===== src/reset_mode_pkg.sv =====
`default_nettype none
package reset_mode_pkg;
  // Pin synchroniser depth and width of the strap pins
  localparam int unsigned SYNC_STAGES = 3;
  localparam int unsigned MODE_W      = 4;
  localparam int unsigned PIN_W       = 6;
  // Bit positions of the synchronised pins
  localparam int unsigned PIN_PERST   = 0;
  localparam int unsigned PIN_HOLD    = 1;
  localparam int unsigned PIN_MODE_LO = 2;
  // Switch mode codes
  localparam logic [3:0] MODE_SP_PLAIN   = 4'h0;
  localparam logic [3:0] MODE_SP_EE      = 4'h1;
  localparam logic [3:0] MODE_SP_JUMP0   = 4'h2;
  localparam logic [3:0] MODE_SP_JUMP1   = 4'h3;
  localparam logic [3:0] MODE_RSV_LO     = 4'h4;
  localparam logic [3:0] MODE_RSV_HI     = 4'h7;
  localparam logic [3:0] MODE_SP_LAT     = 4'h8;
  localparam logic [3:0] MODE_SP_LAT_EE  = 4'h9;
  localparam logic [3:0] MODE_MP_UA      = 4'hA;
  localparam logic [3:0] MODE_MP_UA_I2C  = 4'hB;
  localparam logic [3:0] MODE_MP_UA_EE   = 4'hC;
  localparam logic [3:0] MODE_MP_UA_BOTH = 4'hD;
  localparam logic [3:0] MODE_MP_DIS     = 4'hE;
  localparam logic [3:0] MODE_MP_DIS_EE  = 4'hF;
  // Values after reset
  localparam logic [3:0] MODE_RST        = 4'h0;
  localparam logic [5:0] PIN_RST         = 6'h00;
  typedef enum logic [1:0] {
    ST_RESET,
    ST_QUASI,
    ST_RUN
  } seq_state_t;
endpackage
`default_nettype wire


===== src/pin_sync_if.sv =====
`timescale 1ns/1ps
`default_nettype none
interface pin_sync_if;
  logic [5:0] raw;
  logic [5:0] stable;
  modport sync (input raw, output stable);
  modport user (output raw, input stable);
endinterface
`default_nettype wire


===== src/pin_sync.sv =====
`timescale 1ns/1ps
`default_nettype none
module pin_sync (
  input  wire logic mclk,
  input  wire logic rst_sync_n,
  pin_sync_if.sync  pins
);
  // Three stages; a change counts once stages two and three agree
  genvar i;
  generate
    for (i = 0; i < reset_mode_pkg::PIN_W; i++) begin : g_bit
      logic [reset_mode_pkg::SYNC_STAGES-1:0] sh_q;
      logic                                   stable_q;
      always_ff @(posedge mclk or negedge rst_sync_n) begin
        if (!rst_sync_n) begin
          sh_q <= '0;
        end else begin
          sh_q <= {sh_q[1:0], pins.raw[i]};
        end
      end
      // Glitch filter looks only at stages two and three
      always_ff @(posedge mclk or negedge rst_sync_n) begin
        if (!rst_sync_n) begin
          stable_q <= reset_mode_pkg::PIN_RST[i];
        end else if (sh_q[1] == sh_q[2]) begin
          stable_q <= sh_q[2];
        end
      end
      assign pins.stable[i] = stable_q;
    end
  endgenerate
endmodule
`default_nettype wire


===== src/switch_reset_mode_control.sv =====
// How it works
// - Fundamental reset low resets sequence, outputs and mode decode; pin synchronisers keep running.
// - Hold at reset gives quasi-reset, SMBus alive.
// - Quasi-reset allows register access, no operation.
// - Only clearing halt bit, fundamental reset low, or rst_n low, leaves quasi-reset.
// - Codes 0-3 single partition variants.
// - Codes 8-9 reduced latency single partition.
// - Codes A-D multi-partition, unattached ports.
// - Codes E-F multi-partition, disabled ports.
`timescale 1ns/1ps
`default_nettype none
module switch_reset_mode_control (
  input  wire logic       mclk,
  input  wire logic       rst_n,
  input  wire logic       fundamental_reset_n,
  input  wire logic       reset_hold_request,
  input  wire logic [3:0] switch_mode_select,
  input  wire logic       halt_bit_clear,
  output logic            core_reset_n,
  output logic            smbus_active,
  output logic            normal_run,
  output logic            init_start,
  output logic            switch_control_reg_halt,
  output logic [3:0]      mode_code,
  output logic            single_partition,
  output logic            multi_partition,
  output logic            reduced_latency,
  output logic            eeprom_init,
  output logic            eeprom_jump0,
  output logic            eeprom_jump1,
  output logic            i2c_reset,
  output logic            ports_unattached,
  output logic            ports_disabled,
  output logic            mode_reserved
);
  ////////////////////////////////////////////////////////////////////////////
  logic [1:0]                  rst_sh_q;
  logic                        rst_sync_n;
  reset_mode_pkg::seq_state_t  state_q;
  logic                        perst_ok;
  logic                        hold_req;
  logic [3:0]                  mode_pin;
  logic                        release_ev;
  pin_sync_if                  pins ();

  always_ff @(posedge mclk or negedge rst_n) begin
    if (!rst_n) begin
      rst_sh_q <= 2'h0;
    end else begin
      rst_sh_q <= {rst_sh_q[0], 1'b1};
    end
  end
  assign rst_sync_n = rst_sh_q[1];

  assign pins.raw = {switch_mode_select, reset_hold_request,
                     fundamental_reset_n};

  pin_sync u_sync (
    .mclk       (mclk),
    .rst_sync_n (rst_sync_n),
    .pins       (pins.sync)
  );

  assign perst_ok = pins.stable[reset_mode_pkg::PIN_PERST];
  assign hold_req = pins.stable[reset_mode_pkg::PIN_HOLD];
  // Mode pins assumed static after release, so a plain slice is safe
  // board holds pins
  assign mode_pin = pins.stable[reset_mode_pkg::PIN_MODE_LO +: 4];
  assign release_ev = (state_q == reset_mode_pkg::ST_RESET) && perst_ok;

  ////////////////////////////////////////////////////////////////////////////
  // reset returns sequence
  always_ff @(posedge mclk or negedge rst_sync_n) begin
    if (!rst_sync_n) begin
      state_q <= reset_mode_pkg::ST_RESET;
    end else if (!perst_ok) begin
      state_q <= reset_mode_pkg::ST_RESET;
    end else begin
      case (state_q)
        reset_mode_pkg::ST_RESET: begin
          state_q <= hold_req ? reset_mode_pkg::ST_QUASI
                              : reset_mode_pkg::ST_RUN;
        end
        reset_mode_pkg::ST_QUASI: begin
          if (halt_bit_clear) begin
            state_q <= reset_mode_pkg::ST_RUN;
          end
        end
        reset_mode_pkg::ST_RUN: begin
          state_q <= reset_mode_pkg::ST_RUN;
        end
        default: begin
          state_q <= reset_mode_pkg::ST_RESET;
        end
      endcase
    end
  end

  // Outputs registered from the next state so they line up with state_q
  // no run while halted
  always_ff @(posedge mclk or negedge rst_sync_n) begin
    if (!rst_sync_n) begin
      core_reset_n            <= 1'b0;
      smbus_active            <= 1'b0;
      normal_run              <= 1'b0;
      init_start              <= 1'b0;
      switch_control_reg_halt <= 1'b0;
    end else if (!perst_ok) begin
      core_reset_n            <= 1'b0;
      smbus_active            <= 1'b0;
      normal_run              <= 1'b0;
      init_start              <= 1'b0;
      switch_control_reg_halt <= 1'b0;
    end else begin
      core_reset_n <= 1'b1;
      smbus_active <= 1'b1;
      init_start   <= (release_ev && !hold_req) ||
                      (state_q == reset_mode_pkg::ST_QUASI && halt_bit_clear);
      if (release_ev) begin
        normal_run              <= !hold_req;
        switch_control_reg_halt <= hold_req;
      end else if (state_q == reset_mode_pkg::ST_QUASI && halt_bit_clear) begin
        normal_run              <= 1'b1;
        switch_control_reg_halt <= 1'b0;
      end
    end
  end

  ////////////////////////////////////////////////////////////////////////////
  // fundamental reset clears decode
  always_ff @(posedge mclk or negedge rst_sync_n) begin
    if (!rst_sync_n) begin
      mode_code        <= reset_mode_pkg::MODE_RST;
      single_partition <= 1'b0;
      multi_partition  <= 1'b0;
      reduced_latency  <= 1'b0;
      eeprom_init      <= 1'b0;
      eeprom_jump0     <= 1'b0;
      eeprom_jump1     <= 1'b0;
      i2c_reset        <= 1'b0;
      ports_unattached <= 1'b0;
      ports_disabled   <= 1'b0;
      mode_reserved    <= 1'b0;
    end else if (!perst_ok) begin
      mode_code        <= reset_mode_pkg::MODE_RST;
      single_partition <= 1'b0;
      multi_partition  <= 1'b0;
      reduced_latency  <= 1'b0;
      eeprom_init      <= 1'b0;
      eeprom_jump0     <= 1'b0;
      eeprom_jump1     <= 1'b0;
      i2c_reset        <= 1'b0;
      ports_unattached <= 1'b0;
      ports_disabled   <= 1'b0;
      mode_reserved    <= 1'b0;
    end else if (release_ev) begin
      mode_code        <= mode_pin;
      single_partition <= 1'b0;
      multi_partition  <= 1'b0;
      reduced_latency  <= 1'b0;
      eeprom_init      <= 1'b0;
      eeprom_jump0     <= 1'b0;
      eeprom_jump1     <= 1'b0;
      i2c_reset        <= 1'b0;
      ports_unattached <= 1'b0;
      ports_disabled   <= 1'b0;
      mode_reserved    <= 1'b0;
      case (mode_pin)
        reset_mode_pkg::MODE_SP_PLAIN: single_partition <= 1'b1;
        reset_mode_pkg::MODE_SP_EE: begin
          single_partition <= 1'b1;
          eeprom_init      <= 1'b1;
        end
        reset_mode_pkg::MODE_SP_JUMP0: begin
          single_partition <= 1'b1;
          eeprom_jump0     <= 1'b1;
        end
        reset_mode_pkg::MODE_SP_JUMP1: begin
          single_partition <= 1'b1;
          eeprom_jump1     <= 1'b1;
        end
        reset_mode_pkg::MODE_SP_LAT: begin
          single_partition <= 1'b1;
          reduced_latency  <= 1'b1;
        end
        reset_mode_pkg::MODE_SP_LAT_EE: begin
          single_partition <= 1'b1;
          reduced_latency  <= 1'b1;
          eeprom_init      <= 1'b1;
        end
        reset_mode_pkg::MODE_MP_UA: begin
          multi_partition  <= 1'b1;
          ports_unattached <= 1'b1;
        end
        reset_mode_pkg::MODE_MP_UA_I2C: begin
          multi_partition  <= 1'b1;
          ports_unattached <= 1'b1;
          i2c_reset        <= 1'b1;
        end
        reset_mode_pkg::MODE_MP_UA_EE: begin
          multi_partition  <= 1'b1;
          ports_unattached <= 1'b1;
          eeprom_init      <= 1'b1;
        end
        reset_mode_pkg::MODE_MP_UA_BOTH: begin
          multi_partition  <= 1'b1;
          ports_unattached <= 1'b1;
          i2c_reset        <= 1'b1;
          eeprom_init      <= 1'b1;
        end
        reset_mode_pkg::MODE_MP_DIS: begin
          multi_partition <= 1'b1;
          ports_disabled  <= 1'b1;
        end
        reset_mode_pkg::MODE_MP_DIS_EE: begin
          multi_partition <= 1'b1;
          ports_disabled  <= 1'b1;
          eeprom_init     <= 1'b1;
        end
        default: mode_reserved <= 1'b1;
      endcase
    end
  end
endmodule
`default_nettype wire


===== config.mk =====
export PLATFORM = sky130hd
export DESIGN_NAME = switch_reset_mode_control
export DESIGN_NICKNAME = d
export VERILOG_FILES = /design/src/reset_mode_pkg.sv /design/src/pin_sync_if.sv /design/src/pin_sync.sv /design/src/switch_reset_mode_control.sv
export SDC_FILE = /design/constraint.sdc
export NUM_CORES = 1
export LEC_CHECK = 0
export BUFFER_PORTS_ARGS = -buffer_cell sky130_fd_sc_hd__buf_2
export CAP_MARGIN = 25
export CORE_ASPECT_RATIO = 0.5
export CORE_UTILIZATION = 44
export CTS_CLUSTER_DIAMETER = 120
export DETAILED_ROUTE_END_ITERATION = 10
export GPL_TIMING_DRIVEN = 0
export PLACE_DENSITY = 0.77
export SLEW_MARGIN = 20
export SYNTH_ARGS = -nofsm -noshare
export SYNTH_HDL_FRONTEND = slang
export SYNTH_SLANG_ARGS = --single-unit

===== constraint.sdc =====
create_clock -name mclk -period 1.3 [get_ports mclk]
set_input_delay 0.26 -clock mclk [delete_from_list [all_inputs] [get_ports mclk]]
set_output_delay 0.26 -clock mclk [all_outputs]
set_load 0.01 [all_outputs]

; ---- Word level (Yosys, flattened, before mapping)
; Index checks and enable logic that the tools add are counted.
[totals]
output_inout_bits = 19
ff_bits = 46
inputBits = 9
word_cells = 110
[op_classes]
n_mux = 44
n_reduce_logical = 15
n_eq_ne = 22
[ops]
columns = op, n
row1 = 1-bit 2-to-1 mux, 38
row2 = 4-bit equality test (second input constant), 8
row3 = 12-bit OR reduction, 1
row4 = 6-bit OR reduction, 2
row5 = 4-bit by 2-bit equality test with 1-bit output (second input constant), 2
row6 = 4-bit 2-to-1 mux, 2
row7 = 1-bit equality test, 6
row8 = 2-bit 2-to-1 mux, 3
row9 = 3-bit inequality test (second input constant), 2
row10 = 2-bit case mux with 3 select lines, 1
row11 = 2-bit OR reduction, 3
row12 = 5-bit OR reduction, 1
row13 = 4-bit by 1-bit equality test with 1-bit output (second input constant), 1
row14 = 4-bit logical NOT, 1
row15 = 4-bit OR reduction, 1
row16 = 1-bit logical AND, 3
row17 = 2-bit by 1-bit equality test with 1-bit output (second input constant), 1
row18 = 2-bit equality test (second input constant), 1
row19 = 2-bit logical NOT, 1
row20 = 2-bit inequality test (second input constant), 1
row21 = 1-bit logical NOT, 1
row22 = 1-bit logical OR, 1

; ---- Depth between registers and ports, before layout
[logic_depth]
ltp_word = 5
depth_mapped = 6
ltp_nobuf = 5

; ---- By module
; From an unflattened synthesis, not the netlist that was laid out.
[unflattened]
hier_cells = 132
hier_area_um2 = 1732.9
[modules_own_cells]
columns = mod, cells_per_inst, instances, seq_area_each_um2, area_each_um2
row1 = switch_reset_mode_control, 96, 1, 550.5, 1019.7
row2 = pin_sync, 36, 1, 600.6, 713.2

; ---- Least setup slack after synthesis
; Ideal clock, no wire load.
[synth_path]
path_type = register -> register
start = register state_q[0]
end = register eeprom_jump0
t_required_ns = 1.234
setup_time_ns = 0.066
path_stages_with_launch = 7
path_slack_ns = 0.029
arrival_ns = 1.205
n_path_buf = 1
period_less_slack_ns = 1.271
path_cell_list = dfrtp_1 -> inv_1 -> ha_1 -> buf_6 -> nand2_4 -> nor4b_4 -> a22o_1
[synth_via]
elab_chain_cells = 3
[synth_rtl]
columns = item, line_no
row1 = "start, declared", switch_reset_mode_control.sv:39  ; reset_mode_pkg::seq_state_t state_q;
row2 = "start signal, assigned", switch_reset_mode_control.sv:75  ; state_q <= reset_mode_pkg::ST_RESET;
row3 = "start signal, assigned", switch_reset_mode_control.sv:77  ; state_q <= reset_mode_pkg::ST_RESET;
row4 = "start signal, assigned", switch_reset_mode_control.sv:81  ; state_q <= hold_req ? reset_mode_pkg::ST_QUASI
row5 = 2-bit logical NOT, switch_reset_mode_control.sv:69  ; assign release_ev = (state_q == reset_mode_pkg::ST_RESET) && perst_ok;
row6 = 1-bit logical AND, switch_reset_mode_control.sv:69
row7 = 2-bit inequality test (no source line), --
row8 = "end signal, assigned", switch_reset_mode_control.sv:138  ; eeprom_jump0 <= 1'b0;
row9 = "end signal, assigned", switch_reset_mode_control.sv:150  ; eeprom_jump0 <= 1'b0;
row10 = "end signal, assigned", switch_reset_mode_control.sv:162  ; eeprom_jump0 <= 1'b0;
row11 = "end, declared", switch_reset_mode_control.sv:29  ; output logic eeprom_jump0,
; Every way passes these cells.
; A chain may end at the register's enable or synchronous reset.

; ---- Worst setup path in the final report
[layout_path]
start = register state_q[0]
end = register eeprom_jump1
[layout_via]
elab_chain_cells = 3
[layout_rtl]
columns = item, line_no
row1 = 2-bit logical NOT, switch_reset_mode_control.sv:69
row2 = 1-bit logical AND, switch_reset_mode_control.sv:69
row3 = 2-bit inequality test (no source line), --
row4 = "end signal, assigned", switch_reset_mode_control.sv:139  ; eeprom_jump1 <= 1'b0;
row5 = "end signal, assigned", switch_reset_mode_control.sv:151  ; eeprom_jump1 <= 1'b0;
row6 = "end signal, assigned", switch_reset_mode_control.sv:163  ; eeprom_jump1 <= 1'b0;
row7 = "end, declared", switch_reset_mode_control.sv:30  ; output logic eeprom_jump1,
; Every way passes these cells.

==> results.txt <==
fin cells: 221
Post-Synthesis Cells: 126
placed cell count: 204
largest cells by area after synthesis: dfrtp_1 68%, maj3_1 3.5%, a21boi_0 2.7%, nand2b_1 2.6%, ha_1 2.2%
post-layout min period: 1.277 ns
TritonCTS Buffers: 5
max-cap violations: 0
Rows: 15
final routed DRC violation total: 0
Hold Vio Cnt, Final: 0
sequential area share after synthesis: 0.6790
CTS clk-pin slew, worst paths: 0.09 ns
crit path launch type: flop
Hold Slack: 0.06014 ns
GRT overflow: 0
Syn Std Cell Area: 1695 um2
Max rail drop VDD: 0.8141 mV
CTS Root Cell: clkbuf_8
Final #Nets: 181
H-tree Lvls: 2
Max Freq: 0.7828 GHz
top cell type's share of synthesized area: 0.6790
gr usage total: 0.1554
crit share post-route: 0.9827
fillcell total: 280
Pleak: 1.019 nW
CP delay by family, top: flip-flops
CTS sink count: 46
cell area after layout: 2115 um2
setup slack after layout: 0.02253 ns
Initial Util: 0.4754
Die Height: 45.90 um
crit path max fanout: 5
required time of the worst setup path: 1.54 ns
RSZ-0062 raised after global routing: yes
P&R area growth vs syn: 24.72%
Syn Nets: 138
Post-Place Setup Slack: -0.1235 ns
dpl cell area: 1896 um2
min-delay worst type: in -> reg
Critical Path Sink Type: flop
initial antenna violation count: 0
total power: 3.528 mW
Critical Path AT: 1.51 ns
Bufs and invs on worst path: 2
WL per Instance: 13.08 um
die width: 89.79 um
warnings from Yosys: 0
critical setup path kind: reg -> reg
Synth Register Bits: 46
DP HPWL: 1844 um
Routed Antenna Nets: 0
drt pass-1 iters: 5
die area: 4121 um2
Vias/cell: 4.602
status: finished clean
Slew Viols, Final: 0
Fin Clk Skew: 0.005900 ns
core area: 3566 um2
antenna cells: 0
number of global-route vias before repair: 952
pwr dens: 1669 nW/um2
first-pass GRT wire length: 4567 um
leading area contributor after synthesis: dfrtp_1
Setup TNS: 0 ns
I/O pins: 28
count of cell types in the netlist: 28
crit-path cells: inv_2, ha_4, buf_8, nand2_4, nor4b_4, a22o_1
CTS tree: built
clock latency at the later pin of the worst-skew pair: 0.30 ns
Avg Synthesized Cell Area: 13.46 um2
slowest CP cell: dfrtp_1
Bufs on Longest Clock Path: 2
Setup violations, final: 0
ratio of cells with drive above 1 in the final layout: 0.3471
drt first-iter violations: 48
PortBufs: 27
final core utilization: 0.5930
Largest stage delay, worst path: 0.39 ns
via total after detailed routing: 1017
pin count of the biggest net entering global routing: 45
Final Wtd Congestion: 0.7301
total wire length: 2891 um
## synthesized netlist by cell type
| master | count |
|---|---|
| o22ai_1 | 3 |
| nor3b_1 | 1 |
| a31oi_1 | 1 |
| a22o_1 | 2 |
| nand3b_1 | 2 |
| dfrtp_1 | 46 |
| a21boi_0 | 6 |
| nor2_1 | 2 |
| ha_1 | 3 |
| nand4_1 | 2 |
| nand2_4 | 1 |
| maj3_1 | 6 |
| and2_1 | 4 |
| nand3_1 | 1 |
| buf_4 | 1 |
| mux2i_1 | 3 |
| o21ai_0 | 3 |
| xnor2_1 | 1 |
| buf_6 | 1 |
| nor4b_4 | 1 |
| nor2b_1 | 4 |
| buf_2 | 6 |
| nand2_1 | 8 |
| conb_1 | 1 |
| inv_1 | 6 |
| nand2b_1 | 7 |
| a21oi_1 | 3 |
| o32ai_1 | 1 |
## final timing paths
| check | end | start | slack, ns | cells past startpoint |
|---|---|---|---|---|
| max reg2reg | eeprom_jump1 | state_q[0] | 0.02 | 6 |
| max | eeprom_jump1 | state_q[0] | 0.02 | 6 |
| max in group asynchronous | eeprom_init | rst_sh_q[1] | 0.70 | 1 |
| min | u_sync.g_bit[5].sh_q[0] | switch_mode_select[3] | 0.06 | 1 |
| min in group asynchronous | u_sync.g_bit[4].sh_q[0] | rst_sh_q[1] | 0.15 | 0 |
| min reg2reg | u_sync.g_bit[4].sh_q[0] | rst_sh_q[1] | 0.15 | 0 |
## per-layer routing
metal | GRT usage | vias up | routed length (um)
li1 | - | 502 | -
met1 | 0.1936 | 496 | 1414
met2 | 0.2431 | 17 | 1338
met3 | 0.07167 | 2 | 109
met4 | 0.05902 | 0 | 28
met5 | 0 | - | 0
## repair_timing
| action | CTS | global route |
|---|---|---|
| resized for setup | 5 | 8 |
| hold buffers | 1 | 0 |
| hold endpoints to repair | 2 | 0 |
| endpoints found under the setup margin | 10 | 9 |
| cloned | 0 | 1 |
| pin swaps | 1 | 2 |
| setup buffers | 3 | 3 |
## layout by cell type (no fill, tap or decap), drive strengths merged, types with 3 or more instances in the layout
cell type	n
dfrtp	46
buf	41
nand2	9
nand2b	7
clkbuf	7
maj3	6
inv	6
a21boi	6
and2	4
nor2b	4
a21oi	3
o22ai	3
mux2i	3
o21ai	3
ha	3
## kinds of logic after synthesis
| logic type | Yosys count | synth area share |
|---|---|---|
| flip-flops | 46 | 0.6790 |
| other | 1 | 0.002212 |
| AND/OR/NAND/NOR | 33 | 0.1218 |
| AO/OA/AOI/OAI | 19 | 0.07454 |
| adder cells (fa/ha/maj) | 9 | 0.05757 |
| XOR/XNOR | 1 | 0.005167 |
| buffers and inverters | 14 | 0.04207 |
| multiplexers | 3 | 0.01771 |
## cell type report
class | count | area [um2] | area share
clock buffers | 5 | 68.82 | 0.03254
well taps | 51 | 63.81 | 0.03018
plain buffers | 8 | 55.05 | 0.02604
clock inverters | 3 | 21.27 | 0.01006
inverters | 6 | 22.52 | 0.01065
flip-flops and latches | 46 | 1152 | 0.5450
repair buffers | 36 | 235.2 | 0.1112
multi-input cells | 66 | 495.5 | 0.2343
## where the power goes
part	total (mW)	internal, mW	switching [mW]	leakage (nW)
clock	0.858	0.378	0.480	0.0441
combinational	0.988	0.510	0.479	0.406
sequential	1.68	1.59	0.0899	0.569
total	3.53	2.48	1.05	1.02
## sequential cells by signal, summed over array words and instances, names as in the netlist, 2 cells and up
name,flops
u_sync.g_bit.sh_q,18
u_sync.g_bit.stable_q,6
state_q,2
mode_code,4
rst_sh_q,2
No activity file was read; power rests on OpenSTA's default activity.
